File: config.mk
export PLATFORM = sky130hd
export DESIGN_NAME = fci_host
export DESIGN_NICKNAME = d
export VERILOG_FILES = /design/src/include/fci_pkg.sv /design/src/hw/fci_bus_cycle.sv /design/src/hw/fci_host.sv
export SDC_FILE = /design/constraint.sdc
export NUM_CORES = 1
export LEC_CHECK = 0
export ABC_AREA = 1
export BUFFER_PORTS_ARGS = -buffer_cell sky130_fd_sc_hd__buf_2
export CAP_MARGIN = 20
export CORE_UTILIZATION = 40
export DETAILED_ROUTE_END_ITERATION = 8
export GPL_TIMING_DRIVEN = 0
export RECOVER_POWER = 50
export SLEW_MARGIN = 20
export SYNTH_ARGS = -nofsm -noshare
export SYNTH_HDL_FRONTEND = slang
export SYNTH_HIERARCHICAL = 1
export SYNTH_SLANG_ARGS = --single-unit
File: constraint.sdc
create_clock -name clk_sys -period 4.6 [get_ports clk_sys]
set_input_delay 0.23 -clock clk_sys [delete_from_list [all_inputs] [get_ports clk_sys]]
set_output_delay 0.23 -clock clk_sys [all_outputs]
set_load 0.02 [all_outputs]
File: src/include/fci_pkg.sv
// fci_pkg: constants and carrier types for the flash command host controller
// assumes a byte-wide flash with an asynchronous strobe bus, driven from clk_sys
// Operation
// write means write strobe low with select low
// device latches address on fall, data rise
// command latch has no memory address
// low programming supply forces read-array code
// erasure only while programming supply high
// read-array code makes reads return array
// latch holds read-array code at supply power-up
// identifier reads: address zero maker, one device
// identifier mode holds until next command
// chip erase needs two erase writes
// erase runs until erase-verify write rises
// erase clears whole array in parallel
// erase-verify write carries checked address
// erase-verify read all ones means erased
// new erase-verify address before each check
// on failure re-erase, resume at last address
// leave verify mode with another command
// program: setup, address/data, verify, read
// reset is two all-ones writes, then command
// device drives data with select and gate low
// gate high floats the data lines
// select high means standby, outputs floated
// stop timer leaves device idle until verify
// writes with supply low change nothing
package fci_pkg;

  // ***************************************************************
  // command codes
  // ***************************************************************
  localparam logic [7:0] CMD_READ = 8'h00;
  localparam logic [7:0] CMD_IDENT = 8'h90;
  localparam logic [7:0] CMD_ERASE = 8'h20;
  localparam logic [7:0] CMD_ERASE_CHECK = 8'hA0;
  localparam logic [7:0] CMD_PROG_SETUP = 8'h40;
  localparam logic [7:0] CMD_PROG_CHECK = 8'hC0;
  localparam logic [7:0] CMD_RESET = 8'hFF;
  localparam logic [7:0] ERASED_VALUE = 8'hFF;

  // ***************************************************************
  // widths and timing
  // ***************************************************************
  localparam int ADDR_W = 15;
  localparam logic [14:0] LAST_ADDR = 15'h7FFF;
  localparam int CLK_PERIOD_NS = 25;
  localparam int STROBE_NS = 100; // least strobe low time
  localparam int SETUP_NS = 50; // least idle between strobes
  localparam int STROBE_CYC = (STROBE_NS + CLK_PERIOD_NS - 1) / CLK_PERIOD_NS;
  localparam int SETUP_CYC = (SETUP_NS + CLK_PERIOD_NS - 1) / CLK_PERIOD_NS;
  localparam int ERASE_US = 10000;
  localparam int PROG_US = 10;
  localparam int ERASE_CYC = ERASE_US * 1000 / CLK_PERIOD_NS;
  localparam int PROG_CYC = PROG_US * 1000 / CLK_PERIOD_NS;
  localparam int WAIT_W = 20;

  // ***************************************************************
  // carrier types
  // ***************************************************************
  typedef enum logic [2:0] {
    FCI_OP_READ,
    FCI_OP_IDENT,
    FCI_OP_ERASE,
    FCI_OP_PROG
  } fci_op_t;

  typedef struct packed {
    fci_op_t op;
    logic [14:0] addr;
    logic [7:0] data;
  } fci_req_t;

  typedef struct packed {
    logic [7:0] data;
    logic ok;
    logic [14:0] addr;
  } fci_rsp_t;

  typedef struct packed {
    logic ce_b;
    logic oe_b;
    logic we_b;
    logic [14:0] addr;
    logic [7:0] dout;
    logic doe;
  } fci_pins_t;

endpackage : fci_pkg
File: src/hw/fci_bus_cycle.sv
// fci_bus_cycle: one timed strobe cycle (write or read) on the flash pins
// assumes the flash needs no clock; strobe widths come from fci_pkg counts
`timescale 1ns/1ps
module fci_bus_cycle (
  input wire logic clk_sys, // system clock
  input wire logic rst_b, // async reset, active low
  input wire logic start, // pulse: begin one cycle
  input wire logic is_write, // 1 write, 0 read
  input wire logic [14:0] addr, // byte address
  input wire logic [7:0] wdata, // write data
  input wire logic [7:0] din, // data lines from flash
  output fci_pkg::fci_pins_t pins, // flash pin drive
  output logic done, // pulse: cycle finished
  output logic [7:0] rdata // sampled read data
);
  typedef enum logic [1:0] {BC_IDLE, BC_LOW, BC_GAP} fci_bc_t;
  fci_bc_t state;
  logic [3:0] cnt;
  logic wr;

  // ***************************************************************
  // strobe sequencing
  // ***************************************************************
  // select and strobe together low form the command write
  always_ff @(posedge clk_sys or negedge rst_b)
  begin
    if (!rst_b)
    begin
      state <= BC_IDLE;
      cnt <= 4'h0;
      wr <= 1'b0;
      pins <= '{ce_b: 1'b1, oe_b: 1'b1, we_b: 1'b1, addr: 15'h0000, dout: 8'h00, doe: 1'b0};
    end
    else
    begin
      unique case (state)
        BC_IDLE:
        begin
          if (start)
          begin
            wr <= is_write;
            pins.addr <= addr; // driven on the same edge the strobe falls
            pins.dout <= wdata; // held past strobe rise
            pins.doe <= is_write; // host floats lines on reads
            pins.ce_b <= 1'b0;
            pins.we_b <= ~is_write;
            pins.oe_b <= is_write; // gate high during writes
            cnt <= 4'(fci_pkg::STROBE_CYC);
            state <= BC_LOW;
          end
        end
        BC_LOW:
        begin
          if (cnt == 4'h1)
          begin
            pins.we_b <= 1'b1;
            pins.oe_b <= 1'b1;
            cnt <= 4'(fci_pkg::SETUP_CYC);
            state <= BC_GAP;
          end
          else
          begin
            cnt <= cnt - 4'h1;
          end
        end
        BC_GAP:
        begin
          pins.ce_b <= 1'b1; // standby between cycles
          pins.doe <= 1'b0;
          if (cnt == 4'h1)
          begin
            state <= BC_IDLE;
          end
          else
          begin
            cnt <= cnt - 4'h1;
          end
        end
      endcase
    end
  end

  // read data sampled at the last low cycle with gate low
  always_ff @(posedge clk_sys or negedge rst_b)
  begin
    if (!rst_b)
      rdata <= 8'h00;
    else if (state == BC_LOW && cnt == 4'h1 && !wr)
      rdata <= din;
  end

  assign done = (state == BC_GAP) && (cnt == 4'h1);
endmodule : fci_bus_cycle

File: src/hw/fci_host.sv
// fci_host: controller that runs read, identifier, erase and program sequences
// assumes the flash pins are wired straight to the memory; supply switching external
`timescale 1ns/1ps
module fci_host #(
  parameter int ERASE_CYCLES = fci_pkg::ERASE_CYC, // erase pulse length in clocks
  parameter int PROG_CYCLES = fci_pkg::PROG_CYC // program pulse length in clocks
) (
  input wire logic clk_sys, // system clock 40 MHz
  input wire logic rst_b, // async reset, active low
  input wire logic req_valid, // request present
  output logic req_ready, // request taken when both high
  input wire fci_pkg::fci_req_t req, // operation, address, data
  output logic rsp_valid, // pulse: result ready
  output fci_pkg::fci_rsp_t rsp, // result data, pass flag, address
  input wire logic program_supply_high, // programming supply present
  input wire logic [7:0] data_lines_in, // data lines from flash
  output fci_pkg::fci_pins_t pins // flash pin drive
);
  typedef enum logic [3:0] {
    S_IDLE, S_CMD, S_CMD2, S_PULSE, S_VERIFY, S_VREAD, S_RESET1, S_RESET2, S_EXIT, S_DONE
  } fci_st_t;

  fci_st_t state;
  fci_pkg::fci_req_t cur;
  logic [14:0] addr; // erase verify pointer, kept across re-erases
  logic [19:0] wait_cnt;
  logic bc_start;
  logic bc_write;
  logic [14:0] bc_addr;
  logic [7:0] bc_wdata;
  logic bc_done;
  logic [7:0] bc_rdata;
  logic issued;
  logic ok;
  logic [7:0] result;

  // ***************************************************************
  // bus cycle engine
  // ***************************************************************
  fci_bus_cycle u_cycle (
    .clk_sys(clk_sys),
    .rst_b(rst_b),
    .start(bc_start),
    .is_write(bc_write),
    .addr(bc_addr),
    .wdata(bc_wdata),
    .din(data_lines_in),
    .pins(pins),
    .done(bc_done),
    .rdata(bc_rdata)
  );

  assign req_ready = (state == S_IDLE);
  assign bc_start = !issued && state != S_IDLE && state != S_PULSE && state != S_DONE;

  // ***************************************************************
  // cycle selection per state
  // ***************************************************************
  // picks the command byte or read address for the current step
  always_comb
  begin
    bc_write = 1'b1;
    bc_addr = 15'h0000;
    bc_wdata = fci_pkg::CMD_READ;
    unique case (state)
      S_CMD:
      begin
        unique case (cur.op)
          fci_pkg::FCI_OP_READ: bc_wdata = fci_pkg::CMD_READ;
          fci_pkg::FCI_OP_IDENT: bc_wdata = fci_pkg::CMD_IDENT;
          fci_pkg::FCI_OP_ERASE: bc_wdata = fci_pkg::CMD_ERASE; // arm only
          default: bc_wdata = fci_pkg::CMD_PROG_SETUP;
        endcase
      end
      S_CMD2:
      begin
        unique case (cur.op)
          fci_pkg::FCI_OP_ERASE: bc_wdata = fci_pkg::CMD_ERASE; // starts erase
          fci_pkg::FCI_OP_PROG:
          begin
            bc_addr = cur.addr; // target_byte_address
            bc_wdata = cur.data; // target_byte_value
          end
          default:
          begin
            bc_write = 1'b0; // array or identifier read
            bc_addr = cur.addr;
          end
        endcase
      end
      S_VERIFY:
      begin
        if (cur.op == fci_pkg::FCI_OP_ERASE)
        begin
          bc_addr = addr; // erase_check_address, fresh each byte
          bc_wdata = fci_pkg::CMD_ERASE_CHECK; // ends erase pulse
        end
        else
        begin
          bc_wdata = fci_pkg::CMD_PROG_CHECK; // ends program pulse
        end
      end
      S_VREAD:
      begin
        bc_write = 1'b0;
        bc_addr = (cur.op == fci_pkg::FCI_OP_ERASE) ? addr : cur.addr;
      end
      S_RESET1, S_RESET2: bc_wdata = fci_pkg::CMD_RESET;
      S_EXIT: bc_wdata = fci_pkg::CMD_READ; // leaves verify mode
      default: bc_wdata = fci_pkg::CMD_READ;
    endcase
  end

  // ***************************************************************
  // sequencer
  // ***************************************************************
  // issued marks that the current step's bus cycle has begun
  always_ff @(posedge clk_sys or negedge rst_b)
  begin
    if (!rst_b)
      issued <= 1'b0;
    else if (bc_done)
      issued <= 1'b0;
    else if (bc_start)
      issued <= 1'b1;
  end

  // main operation flow
  always_ff @(posedge clk_sys or negedge rst_b)
  begin
    if (!rst_b)
    begin
      state <= S_IDLE;
      cur <= '{op: fci_pkg::FCI_OP_READ, addr: 15'h0000, data: 8'h00};
      addr <= 15'h0000;
      wait_cnt <= 20'h00000;
      ok <= 1'b0;
      result <= 8'h00;
    end
    else
    begin
      unique case (state)
        S_IDLE:
        begin
          if (req_valid)
          begin
            cur <= req;
            addr <= 15'h0000;
            ok <= 1'b0;
            // erase and program need the supply; else read-only
            if ((req.op == fci_pkg::FCI_OP_ERASE || req.op == fci_pkg::FCI_OP_PROG)
                && !program_supply_high)
              state <= S_DONE;
            else if (!program_supply_high && req.op == fci_pkg::FCI_OP_READ)
              state <= S_CMD2; // latch already forced to read
            else
              state <= S_CMD;
          end
        end
        S_CMD:
        begin
          if (bc_done)
            state <= S_CMD2;
        end
        S_CMD2:
        begin
          if (bc_done)
          begin
            if (cur.op == fci_pkg::FCI_OP_READ || cur.op == fci_pkg::FCI_OP_IDENT)
            begin
              result <= bc_rdata; // identifier mode held until next command
              ok <= 1'b1;
              state <= S_DONE;
            end
            else
            begin
              wait_cnt <= (cur.op == fci_pkg::FCI_OP_ERASE) ? 20'(ERASE_CYCLES)
                                                              : 20'(PROG_CYCLES);
              state <= S_PULSE;
            end
          end
        end
        S_PULSE:
        begin
          // whole array erases at once during this wait
          if (wait_cnt <= 20'h00001)
            state <= S_VERIFY; // verify also wakes a timed-out device
          else
            wait_cnt <= wait_cnt - 20'h00001;
        end
        S_VERIFY:
        begin
          if (bc_done)
            state <= S_VREAD;
        end
        S_VREAD:
        begin
          if (bc_done)
          begin
            result <= bc_rdata;
            if (cur.op == fci_pkg::FCI_OP_PROG)
            begin
              ok <= (bc_rdata == cur.data);
              state <= S_EXIT;
            end
            else if (bc_rdata != fci_pkg::ERASED_VALUE)
              state <= S_CMD; // re-erase, keep pointer
            else if (addr == fci_pkg::LAST_ADDR)
            begin
              ok <= 1'b1; // all ones everywhere
              state <= S_EXIT;
            end
            else
            begin
              addr <= addr + 15'h0001;
              state <= S_VERIFY;
            end
          end
        end
        S_RESET1:
        begin
          if (bc_done)
            state <= S_RESET2;
        end
        S_RESET2:
        begin
          if (bc_done)
            state <= S_EXIT;
        end
        S_EXIT:
        begin
          if (bc_done)
            state <= S_DONE;
        end
        S_DONE: state <= S_IDLE;
      endcase
    end
  end

  // ***************************************************************
  // result output
  // ***************************************************************
  // result registers stand until the next request
  always_ff @(posedge clk_sys or negedge rst_b)
  begin
    if (!rst_b)
      rsp <= '{data: 8'h00, ok: 1'b0, addr: 15'h0000};
    else if (state == S_DONE)
      rsp <= '{data: result, ok: ok, addr: (cur.op == fci_pkg::FCI_OP_ERASE) ? addr : cur.addr};
  end

  // command latch address decoding is the device's concern
  always_ff @(posedge clk_sys or negedge rst_b)
  begin
    if (!rst_b)
      rsp_valid <= 1'b0;
    else
      rsp_valid <= (state == S_DONE);
  end
endmodule : fci_host

; Yosys cells after proc, flatten, opt, wreduce, memory -nomap -nowiden
; Index checks and enable logic that the tools add are counted.
[totals]
in_bits = 38
reg_bits = 142
word_cells = 173
[op_classes]
add_sub_neg = 3
bitwise_logic = 1
reduce_logical = 38
muxes = 64
magnitude_cmp = 1
n_eq_ne = 43
[ops]
columns = operator, n
row1 = $mux W15, 8
row2 = $mux W4, 17
row3 = $mux W20, 3
row4 = $pmux W15 S3, 1
row5 = $pmux W20 S2, 1
row6 = $pmux W4 S10, 1
row7 = $ne A2 B2 Y1 const B, 17
row8 = $pmux W8 S2, 2
row9 = $pmux W8 S4, 1
row10 = $pmux W15 S2, 1
row11 = $mux W27, 1
row12 = $mux W8, 3
row13 = $pmux W8 S3, 1
row14 = $le A20 B1 Y1 const B, 1
row15 = $sub A20 B1 Y20 const B, 1
row16 = $mux W19, 1
row17 = $eq A4 B3 Y1 const B, 4
row18 = $add A15 B1 Y15 const B, 1
row19 = $eq A15 B15 Y1 const B, 1
row20 = $eq A3 B2 Y1 const B, 4
row21 = $pmux W4 S3, 1
row22 = $reduce_bool A2 Y1, 6
row23 = $mux W1, 10
row24 = $mux W2, 5
row25 = 34 further kinds, 58

; Logic depth before layout (Yosys ltp)
; Gate-level depths: netlist of run 1.
[depth]
ltp_word = 7
mapped_depth = 11

; By module
; The synthesis of run 1 kept the hierarchy.
[modules_own_cells]
columns = module, n_inst, area_per_inst_um2, cells_per_inst
row1 = fci_host, 1, 5713.0, 791
row2 = fci_bus_cycle, 1, 1868.0, 214

; Worst setup path after synthesis of run 1
; OpenSTA, ideal clock, no wires.
[synth_path]
kind = register to register
startpoint = register u_cycle.state[0]
endpoint = register wait_cnt[4]
required_ps = 4523
path_buffers = 1
arrival_ps = 1597
setup_time_ps = 77
slack_ps = 2926
stages_incl_launch_ff = 10
period_less_slack_ps = 1674
cell_sequence = dfrtp_1 -> inv_1 -> ha_1 -> nand3_1 -> inv_1 -> nand2_1 -> nand2_2 -> buf_6 -> nor2_1 -> a21oi_1
[synth_between]
elab_chain_cells = 4
[synth_lines]
columns = element, line_no
row1 = "start, declared", fci_bus_cycle.sv:17  ; fci_bc_t state;
row2 = "start signal, assigned", fci_bus_cycle.sv:29  ; state <= BC_IDLE;
row3 = "start signal, assigned", fci_bus_cycle.sv:49  ; state <= BC_LOW;
row4 = "start signal, assigned", fci_bus_cycle.sv:59  ; state <= BC_GAP;
row5 = $eq A2 B2 Y1, fci_bus_cycle.sv:92  ; assign done = (state == BC_GAP) && (cnt == 4'h1);
row6 = $logic_and A1 B1 Y1, fci_bus_cycle.sv:92
row7 = via bc_done, fci_host.sv:31  ; logic bc_done;
row8 = $ne A2 B2 Y1 (no source line), n/a
row9 = $reduce_and A4 Y1 (no source line), n/a
row10 = "end signal, assigned", fci_host.sv:177  ; wait_cnt <= (cur.op == fci_pkg::FCI_OP_ERASE) ? 20'(ERASE_CYCLES)
row11 = "end signal, assigned", fci_host.sv:189  ; wait_cnt <= wait_cnt - 20'h00001;
row12 = "end, declared", fci_host.sv:26  ; logic [19:0] wait_cnt;
; The timed path passes the listed nets, and every way through them passes these cells.
; A chain may end at the register's enable or synchronous reset.

==> metrics.txt, run 1 <==
placed insts=between 1000 and 1500; die width=~140 µm; Final Max Tran Viols=88; Syn Area/Cell=around 7.5 µm²; IO Port Bufs=90; maxcap violations=1; Clk pwr share=approximately a quarter; CTS tree=yes; M1 GR Usage=around 31%; Post-synth EDFFs=0; DR vias=6738; GRT met2 Usage=a little over a third; CTS buffer count=17; synthesized area=roughly 7600 µm²; most frequent cells in the layout=377 x nand2_1, 139 x dfrtp_1, 97 x nor2_1; area of the multi-input gates=roughly 3500 µm²; status=complete, but fails checks; sequential area share after synthesis=a little under half; I/O Pins=91; Seq cells post-synth=about 140; Final Hold Vio Count=0; cells after synthesis=roughly 1000; Clock Sinks=between 100 and 150; max_slew headroom=-44.50%; FP Rows=49; hpwl dp=15190 µm; post-DR vias/cell=between 4 and 5; part of the cycle the worst path needs=about 60%; failing checks=capacitance limit, slew limit; Comb pwr share=between 40% and 50%; Lkg Pwr=about 4.5 nW; fmax=~0.36 GHz; maximum VDD drop=382.0 µV; Placer Congestion=0.8734; n_diodes=0; Setup-failing EPs final=0; Post-synth ARST share=100.0%; met3 usage=5.024%; CP Class=in -> async; leading cell type in the layout, fill and taps excluded=nand2_1; CTS max path bufs=2; gr usage total=22.41%; Power Total=between 0.005 and 0.006 W; register share of total power=between 30% and 40%; DRT Pass-1 Iters=5; synthesis warning total=6; Final nets=~1200; first-pass GRT wire length=approximately 34000 µm; Crit Path Max Fanout=between 80 and 90; Min Clock Period, post-route=between 2 and 3 ns; Worst EP arrival=approximately 2.8 ns; RSZ-0062 raised after global routing=no; total power per unit cell area=663.1 nW/µm²; CP max-delay cell=clkbuf_2; fin util=between 40 and 50%; Sw Ratio=a little over two fifths; crit-path max cell delay=around 1.6 ns; Clk pin slew, worst setup/hold paths=around 0.070 ns; Residual DRC=0; Root Buffer=clkbuf_16; die area=a little under 20000 µm²; Min-Delay Path Class=in -> reg; Post-DP Area=around 8400 µm²; First DRT Iteration DRCs=between 300 and 400; initial antenna violation count=0; NetSw=between 0.002 and 0.003 W; Worst Clk Skew=about 0.014 ns; layout cell share with drive strength beyond 1=a little over an eighth; Max H-tree Level=4; Die H=139.7 µm; worst path cell trace=dlygate4sd3_1 -> buf_8 -> clkbuf_2; non-filler cells in the finished layout=roughly 1400; Setup crit start kind=input pin; routed wire length per instance=~15 µm; Initial Utilization=41.49%; Filler Cell Count=about 1900; Resize count post-CTS=0; vias in the first global route=6583; grt peak-use layer=met2; cell area after layout=~9000 µm²; synthesized net count=1051; area grow syn2layout=18.20%; setup_tns=0 ns; post-route ant nets=0; post-synth cell types=41; CORE AREA=about 18000 µm²; Main synth FF type=dfrtp_1; WP data required=~4.7 ns; pin count of the biggest net entering global routing=88; Power Internal=0.003370 W; Crit. End Element=async pin; DRT Wirelength=around 21000 µm; sequential cell area=3557 µm²; measured slew at the worst slew-check pin=2.167 ns; worst skew pair latency=roughly 0.43 ns; grt ovf=0
==> final cells by class <==
cell class                 count  area share [%]
buffer                        29           1.983
clock buffer                  19           4.943
clock inverter                13           1.969
inverter                     102           4.384
multi-input combinational    732           38.54
sequential                   142           39.70
tap                          229           3.197
timing repair buffer          96           5.292
==> power groups by stage <==
stage	clock network (W)	logic, W	registers (W)
after floorplan	0	0.00158	0.00219
after global placement	0	0.00241	0.00207
after detailed placement	0	0.00245	0.00207
after CTS	0.00149	0.00246	0.00206
after global routing	0.00154	0.00272	0.00213
final	0.00146	0.00241	0.00207
==> worst max-delay path, delay by kind of cell <==
| kind | cells | cell delay, ns |
|---|---|---|
| buffers and inverters | 3 | 2.48 |
==> state kept, by name (all words and copies together) (netlist names) <==
signal / cells
u_cycle/rdata: 8
u_cycle/pins: 27
cur: 26
ok: 1
wait_cnt: 20
u_cycle/wr: 1
addr: 15
state: 4
rsp_valid: 1
u_cycle/state: 2
u_cycle/cnt: 4
issued: 1
result: 8
rsp: 24
==> worst paths after layout <==
kind | slack, ns | end | from | cells past startpoint
min in group asynchronous | 0.30 | wait_cnt[16] | rst_b | 2
min reg2reg | 0.47 | rsp[19] | result[3] | 2
max | 1.85 | wait_cnt[7] | rst_b | 3
max reg2reg | 2.44 | u_cycle/pins[23] | state[0] | 8
max in group clk_sys | 2.44 | u_cycle/pins[23] | state[0] | 8
min | 0.009 | cur[17] | req[17] | 3
==> through the flow <==
| stage | worst slack (ns) | hold slack (ns) |
|---|---|---|
| final | 1.855 | 0.008801 |
| after CTS | 2.445 | 0.001388 |
| after detailed placement | 2.469 | 0.1822 |
| after global routing | 1.294 | 0.01227 |
| after global placement | 1.138 | 0.4343 |
| after floorplan | 2.926 | -0.06559 |
==> what timing repair did <==
action | CTS | global route
buffers inserted | 0 | 0
hold buffers | 5 | 0
hold endpoints to repair | 59 | 0
==> metal layers <==
| layer | up-vias | wire, µm |
|---|---|---|
| li1 | 3436 | - |
| met1 | 3136 | 9863 |
| met2 | 149 | 9494 |
| met3 | 17 | 876 |
| met4 | 0 | 333 |
| met5 | - | 0 |
==> synth_stat cells (2+ instances only) <==
| cell type | count | area [µm²] |
|---|---|---|
| a21oi_1 | 18 | 90.09 |
| a31oi_1 | 2 | 12.51 |
| a32o_1 | 6 | 60.06 |
| buf_2 | 6 | 30.03 |
| buf_4 | 4 | 30.03 |
| buf_6 | 6 | 67.56 |
| clkbuf_1 | 12 | 45.04 |
| clkinv_1 | 2 | 7.510 |
| dfrtp_1 | 139 | 3478 |
| dfstp_2 | 3 | 78.83 |
| ha_1 | 8 | 100.1 |
| inv_1 | 94 | 352.8 |
| inv_2 | 4 | 15.01 |
| nand2_1 | 377 | 1415 |
| nand2_2 | 4 | 25.02 |
| nand3_1 | 61 | 305.3 |
| nand3_2 | 3 | 30.03 |
| nand3b_1 | 2 | 15.01 |
| nand4_1 | 10 | 62.56 |
| nor2_1 | 97 | 364.1 |
| nor2_2 | 4 | 25.02 |
| nor2_4 | 6 | 67.56 |
| nor3_1 | 7 | 35.03 |
| o21a_1 | 8 | 60.06 |
| o21ai_0 | 45 | 225.2 |
| o21ai_1 | 24 | 120.1 |
| o21ai_2 | 12 | 105.1 |
| o21bai_1 | 2 | 15.01 |
| o221ai_1 | 9 | 78.83 |
| o22ai_1 | 3 | 18.77 |
| or2_2 | 2 | 12.51 |
| xnor2_1 | 6 | 52.55 |
| xor2_1 | 11 | 96.34 |
==> cells by family (layout without fill, tap and decap cells) <==
family                   after synthesis  after routing  synth area share (%)
AND/OR/NAND/NOR                      576            576                 31.69
flip-flops                           142            142                 46.92
adder cells (fa/ha/maj)                8              8                 1.320
buffers and inverters                131            259                 7.526
AO/OA/AOI/OAI                        131            131                 10.58
XOR/XNOR                              17             17                 1.964
Note: power is estimated with default switching activity, not from simulation.
==> inputs of run 2 (changes only) <==
--- a/config.mk
+++ b/config.mk
@@ -5,7 +5,7 @@
 export SDC_FILE = /design/constraint.sdc
 export NUM_CORES = 1
 export LEC_CHECK = 0
-export ABC_AREA = 1
+export ABC_AREA = 0
 export BUFFER_PORTS_ARGS = -buffer_cell sky130_fd_sc_hd__buf_2
 export CAP_MARGIN = 20
 export CORE_UTILIZATION = 40
==> constraint.sdc (replaced) <==
create_clock -name clk_sys -period 2.4 [get_ports clk_sys]
set_input_delay 0.12 -clock clk_sys [delete_from_list [all_inputs] [get_ports clk_sys]]
set_output_delay 0.12 -clock clk_sys [all_outputs]
set_load 0.02 [all_outputs]
==> run 2 against run 1 <==
The run still ends with capacitance limit, slew limit left. Clock power increased by 64%. Sequential power rose by 93%. Via count fell by 8.2%. Design area grew 1.4%. Count of clock-buffer cells in the layout is the same. Die area is 6.0% lower.
==> metrics.txt, run 2 <==
leading cell type in the layout, fill and taps excluded=dfrtp_1; Worst Hold End=addr[7]; fmax=roughly 0.42 GHz; IO Port Bufs=90 (unchanged); die width=135.4 µm (-3.1%); Filler Cell Count=1612 (-14%); worst path bufs/invs=2 (-1); crit-path most repeated cell=or3_4; CTS buffer count=17 (unchanged); Post-synth EDFFs=0 (unchanged); Crit. End Element=flop; commonest cells in the netlist=139 x dfrtp_1, 135 x nand2_1, 58 x nor2_1; vias in the first global route=6039 (-8.3%); Final WS setup=0.01190 ns (-1.843 ns); Worst EP arrival=2.73 ns (-0.10 ns); grt ovf=0 (unchanged); Final Max Tran Viols=67 (-24%); status=complete, but fails checks; adder-cell share of the synthesized area=1.547% (+0.23 points); DR vias=6187 (-8.2%); Seq cells post-synth=142 (unchanged); Main synth FF type=dfrtp_1; worst path cell trace=inv_2 -> ha_4 -> and4bb_4 -> inv_4 -> or3_4 -> or3_4 -> or4_4 -> a21oi_2; post-DR vias/cell=5.564 (+12%); Min Clock Period, post-route=2.388 ns; largest cells by area after synthesis=dfrtp_1 49%, mux2_2 7.8%, nand2_1 7.1%; CORE AREA=17360 µm² (-5.0%); fin util=52.36% (+3.3 points); post-synthesis mux area share=9.035% (+9.0 points); post-synthesis simple-gate area fraction=20.95% (-11 points); Initial Utilization=41.01% (-0.48 points); Lkg Pwr=4.191 nW (-7.4%); CP Class=reg -> reg; post-route ant nets=0 (unchanged); pre-CTS worst setup slack=-0.4539 ns (-2.923 ns); routed wire length per instance=17.50 µm (+16%); Top reg by flops=u_cycle/pins; Comb pwr share=41.4% (+0.8 points); initial antenna violation count=0 (unchanged); Worst Clk Skew=0.01332 ns (-0.0004066 ns); First DRT Iteration DRCs=412 (+8.1%); synthesized area=7118 µm² (-6.1%); measured slew at the worst slew-check pin=1.689 ns (-0.4782 ns); sequential cell area=3557 µm² (unchanged); worst r2r src=u_cycle/cnt[1]; Root Buffer=clkbuf_16; Final Hold Vio Count=0 (unchanged); Setup crit start kind=flop; layout cell share with drive strength beyond 1=26.19% (+13 points); compound-gate portion of the synthesized area=13.43% (+2.9 points); CP max-delay cell=or3_4; max_slew headroom=-12.62% (+32 points); first-pass GRT wire length=31700 µm (-7.3%); hpwl dp=13280 µm (-13%); area of the multi-input gates=3520 µm² (+1.9%); cells after synthesis=711 (-29%); R2R Setup Slk=0.01 ns (-2.43 ns); Die H=135.4 µm (-3.1%); Residual DRC=0 (unchanged); Regs by FF count=u_cycle/pins: 27 flops, cur: 26 flops, rsp: 24 flops; post-synth cell types=80 (+95%); NetSw=0.004421 W (+72%); Synth Area in XOR/XNOR=1.846% (-0.12 points); Synth area leader=dfrtp_1; synthesis warning total=6 (unchanged); gr usage total=22.47% (+0.060 points); Final nets=921 (-21%); Clock Sinks=142 (unchanged); Post-synth ARST share=100.0% (unchanged); RR Endpoint=addr[6]; part of the cycle the worst path needs=99.50%; Max H-tree Level=4 (unchanged); register share of total power=36.7% (+1.9 points); Syn Area/Cell=10.01 µm² (+33%); top-area cell type share of the netlist area=48.87% (+3.0 points); Setup-failing EPs final=0 (unchanged); crit-path max cell delay=0.42 ns (-1.15 ns); pin count of the biggest net entering global routing=77 (-13%); max FFs per register=27 (unchanged); FP Rows=48 (-2.0%); setup_tns=0 ns (unchanged); Crit Path Max Fanout=5 (-94%); count leader, synth=dfrtp_1; total power per unit cell area=1200 nW/µm² (+81%); sequential area share after synthesis=49.97% (+3.1 points); failing checks=capacitance limit, slew limit; area grow syn2layout=27.67%; Worst path top cell family by delay=simple AND/OR/NAND/NOR gates; WHS Path Cells=4 (+1); Clk pwr share=22.0% (-2.7 points); DRT Pass-1 Iters=5 (unchanged); R2R cell count=8 (unchanged); DRT Wirelength=19460 µm (-5.4%); largest family of logic cells by synthesized area=simple AND/OR/NAND/NOR gates; most frequent cells in the layout=139 x dfrtp_1, 133 x nand2_1, 67 x buf_2; Power Internal=0.006487 W (+93%); synthesized net count=757 (-28%); Placer Congestion=0.9108 (+4.3%); Hold Path Origin=req_valid; RSZ-0062 raised after global routing=yes; CTS tree=yes; Sw Ratio=40.53% (-2.8 points); maxcap violations=1 (unchanged); I/O Pins=91 (unchanged); WP data required=2.75 ns (-1.94 ns); CTS max path bufs=2 (unchanged); worst skew pair latency=0.42 ns (about the same); die area=18330 µm² (-6.0%); maximum VDD drop=638.0 µV (+67%); Clk pin slew, worst setup/hold paths=0.06 ns (about the same); Min-Delay Path Class=in -> reg
## run 2: repair_timing
item	in CTS	in global routing
pin swaps	4	12
endpoints found under the setup margin	70	78
setup buffers	6	16
hold endpoints to repair	100	0
hold buffers	35	0
gates resized for setup	25	24
## run 2: power by group through the flow
stage	Combinational [W]	Clock, W	Sequential (W)
2_1_floorplan	0.00270	0	0.00424
3_3_place_gp	0.00415	0	0.00401
3_5_place_dp	0.00425	0	0.00403
4_1_cts	0.00440	0.00245	0.00400
5_1_grt	0.00499	0.00255	0.00414
6_report	0.00451	0.00240	0.00400
## run 2: how the worst max path moves through the flow
stage,cells after the start,slack [ns],start,to
global placement,1,-0.82,rst_b,cur[19]
CTS,7,0.002,state[3],wait_cnt[12]
finish,8,0.01,u_cycle/cnt[1],addr[6]
global route,9,-0.03,u_cycle/cnt[1],addr[8]
detailed placement,6,-0.45,cur[23],u_cycle/pins[18]
floorplan,10,0.02,u_cycle/state[0],addr[13]
## run 2: worst min-delay path, cell delays in order
cell and delay [ns]:
buf_2 0.13, and2_1 0.22, or4b_1 0.14, nand2_1 0.04
## run 2: cells by family (layout without fill, tap and decap cells)
family | Yosys count | after routing
and+or+nand+nor | 301 | 301
other | 0 | 1
DFF | 142 | 142
adders and majority gates | 9 | 9
buffers and inverters | 52 | 227
muxes | 58 | 58
xor gates and xnor gates | 15 | 15
AOI/OAI and AO/OA | 134 | 134
## run 2: per-layer routing
layer / share of wire [%] / GRT usage [%] / wire, µm / vias up
met5: 0 / 0 / 0 / -
met4: 1.8 / 7.179 / 342 / 0
met3: 4.6 / 4.040 / 887 / 24
met2: 45 / 34.13 / 8820 / 172
met1: 48 / 32.37 / 9412 / 3112
li1: - / - / - / 2879
## run 2: final cells by class
| class | instances | area share (%) |
|---|---|---|
| diodes | 1 | 0.02754 |
| plain buffers | 39 | 2.258 |
| clock buffers | 19 | 4.764 |
| clock inverters | 11 | 1.074 |
| inverters | 10 | 0.4406 |
| multi-input cells | 517 | 38.73 |
| flip-flops and latches | 142 | 39.14 |
| well taps | 225 | 3.098 |
| repair buffers | 148 | 10.46 |
## run 2: stage by stage
stage / hold WS (ns) / power [W] / std cells / instance area, µm²
detailed placement: 0.1030 / 0.008283 / 1027 / 7924
floorplan: -0.1756 / 0.006947 / 711 / 7154
global route: 0.2917 / 0.01168 / 1111 / 9085
global placement: 0.3135 / 0.008152 / 1026 / 7886
finish: 0.2688 / 0.01091 / 1112 / 9087
CTS: 0.2489 / 0.01085 / 1096 / 8925
==> inputs of run 3 (changes only) <==
==> constraint.sdc (replaced) <==
create_clock -name clk_sys -period 2.3 [get_ports clk_sys]
set_input_delay 0.115 -clock clk_sys [delete_from_list [all_inputs] [get_ports clk_sys]]
set_output_delay 0.115 -clock clk_sys [all_outputs]
set_load 0.02 [all_outputs]
==> run 3 against run 2 <==
Die area unchanged. Hold slack got worse by 0.015 ns. Utilization increased by 0.61 points. Design area increased by 1.2%. Clock skew decreased by 0.0022 ns. Global-route usage decreased by 0.27 points. Routed wire length increased by 1.9%. Setup slack got worse by 0.039 ns. Clock power increased by 22%. First-iteration DRC count increased by 24%. The flow finishes with violations (setup timing).
==> metrics.txt, run 3 (synthesis results as in run 2) <==
failing checks=setup timing; grt ovf=0 (unchanged); Final WS setup=-0.02750 ns (-0.03941 ns); hpwl dp=13330 µm (+0.38%); WP data required=2.64 ns (-0.11 ns); most frequent cells in the layout=137 x dfrtp_1, 133 x nand2_1, 65 x clkbuf_1; Regs by FF count=u_cycle/pins: 27 flops, cur: 26 flops, rsp: 24 flops; Sw Ratio=39.49% (-1.0 points); CTS tree=yes; total power per unit cell area=1287 nW/µm² (+7.3%); NetSw=0.004674 W (+5.7%); DRT Pass-1 Iters=5 (unchanged); leading cell type in the layout, fill and taps excluded=dfrtp_1; RSZ-0062 raised after global routing=yes; crit-path max cell delay=0.42 ns (about the same); Worst Clk Skew=0.01111 ns (-0.002213 ns); Crit Path Max Fanout=4 (-1); area of the multi-input gates=3526 µm² (+0.18%); Post-DP Area=7926 µm² (about the same); max FFs per register=27 (unchanged); max_slew headroom=9.144% (+22 points); CORE AREA=17360 µm² (unchanged); pin count of the biggest net entering global routing=92 (+19%); routed wire length per instance=17.79 µm (+1.7%); Setup crit start kind=flop; CP max-delay cell=or4_4; die width=135.4 µm (unchanged); area grow syn2layout=29.16%; measured slew at the worst slew-check pin=1.363 ns (-0.3264 ns); Final Hold Vio Count=0 (unchanged); Top reg by flops=u_cycle/pins; Crit. End Element=flop; Power Internal=0.007162 W (+10%); Filler Cell Count=1596 (-0.99%); Clk pin slew, worst setup/hold paths=0.06 ns (about the same); Setup-failing EPs final=2 (+2); Lkg Pwr=4.203 nW (+0.29%); FP Rows=48 (unchanged); worst skew pair latency=0.42 ns (about the same); CP Class=reg -> reg; vias in the first global route=5778 (-4.3%); cell area after layout=9194 µm² (+1.2%); DR vias=6131 (-0.91%); Worst EP arrival=2.67 ns (-0.06 ns); fmax=0.4296 GHz (+2.6%); Placer Congestion=0.8973 (-1.5%); layout cell share with drive strength beyond 1=25.31% (-0.88 points); part of the cycle the worst path needs=101.2% (+1.7 points); Root Buffer=clkbuf_16; First DRT Iteration DRCs=512 (+24%); Min-Delay Path Class=in -> reg; Min Clock Period, post-route=2.328 ns (-0.06059 ns); sequential cell area=3560 µm² (about the same); CTS buffer count=17 (unchanged); die area=18330 µm² (unchanged); Comb pwr share=39.6% (-1.8 points); maxcap violations=0 (-1); n_diodes=0 (-1); register share of total power=35.6% (-1.1 points); DRT Wirelength=19820 µm (+1.9%); CTS max path bufs=2 (unchanged); gr usage total=22.20% (-0.27 points); Power Total=0.01184 W (+8.5%); Clk pwr share=24.8% (+2.8 points); worst path bufs/invs=2 (unchanged); Die H=135.4 µm (unchanged); Min Hold Slack=0.2540 ns (-0.01480 ns); initial antenna violation count=0 (unchanged); IO Port Bufs=90 (unchanged); status=complete, but fails checks; Max H-tree Level=4 (unchanged); post-route ant nets=0 (unchanged); post-DR vias/cell=5.504 (-1.1%); Residual DRC=0 (unchanged); Initial Utilization=41.01% (unchanged); Worst path top cell family by delay=simple AND/OR/NAND/NOR gates; Clock Sinks=142 (unchanged); Final nets=922 (+0.11%); Final Max Tran Viols=0 (-100%); crit-path most repeated cell=or3_4; I/O Pins=91 (unchanged); maximum VDD drop=582.5 µV (-8.7%); first-pass GRT wire length=31070 µm (-2.0%); worst path cell trace=inv_2 -> ha_4 -> and4bb_4 -> inv_4 -> or3_4 -> or3_4 -> or4_4 -> a21oi_1
-- run 3: final cells by class --
| cell class | count | share of cell area, % |
|---|---|---|
| flip-flops and latches | 142 | 38.72 |
| clock inverters | 11 | 1.810 |
| plain buffers | 39 | 2.354 |
| well taps | 225 | 3.062 |
| multi-input cells | 517 | 38.35 |
| clock buffers | 21 | 5.008 |
| inverters | 10 | 0.4355 |
| repair buffers | 149 | 10.26 |
-- run 3: repair_timing --
| item | 4_1_cts | 5_1_grt |
|---|---|---|
| gates resized for setup | 32 | 30 |
| buffers inserted | 10 | 13 |
| endpoints found under the hold margin | 85 | 0 |
| setup endpoints to repair | 88 | 70 |
| pin swaps | 4 | 10 |
| hold buffers | 35 | 0 |
-- run 3: path summary, 6_finish.rpt --
path | to | cells past startpoint | slack [ns] | from
min in group asynchronous | wait_cnt[8] | 2 | 0.55 | rst_b
hold / removal | addr[7] | 4 | 0.25 | req_valid
max in group asynchronous | addr[14] | 3 | 0.66 | rst_b
setup / recovery | addr[13] | 8 | -0.03 | u_cycle/state[0]
setup reg to reg | addr[13] | 8 | -0.03 | u_cycle/state[0]
hold reg to reg | wait_cnt[5] | 1 | 0.49 | wait_cnt[5]
-- run 3: worst min-delay path: stages --
cell and delay [ns]:
buf_2 0.12, and2_1 0.21, or4b_1 0.14, nand2_1 0.04
-- run 3: power groups by stage --
stage,registers [W],logic (W),clock network (W)
global placement,0.00418,0.00433,0
floorplan,0.00443,0.00282,0
detailed placement,0.00423,0.00442,0
finish,0.00422,0.00469,0.00293
CTS,0.00419,0.00463,0.00298
global route,0.00434,0.00514,0.00309
-- run 3: stage by stage --
step	utilization (%)	setup WS, ns	TNS, ns	instances
after CTS	52.33	-0.03236	-0.03808	1102
after floorplan	-	-0.06050	-0.2104	711
after global routing	52.97	-0.09983	-0.6897	1114
final	52.97	-0.02750	-0.02890	1114
after global placement	45.45	-0.9347	-147.25	1026
after detailed placement	45.67	-0.6144	-21.00	1027
-- run 3: per-layer routing --
| metal | GRT usage [%] | wire length (µm) |
|---|---|---|
| met2 | 33.62 | 9041 |
| met1 | 31.42 | 9224 |
| met4 | 8.115 | 384 |
| met5 | 0 | 0 |
| met3 | 4.340 | 1171 |
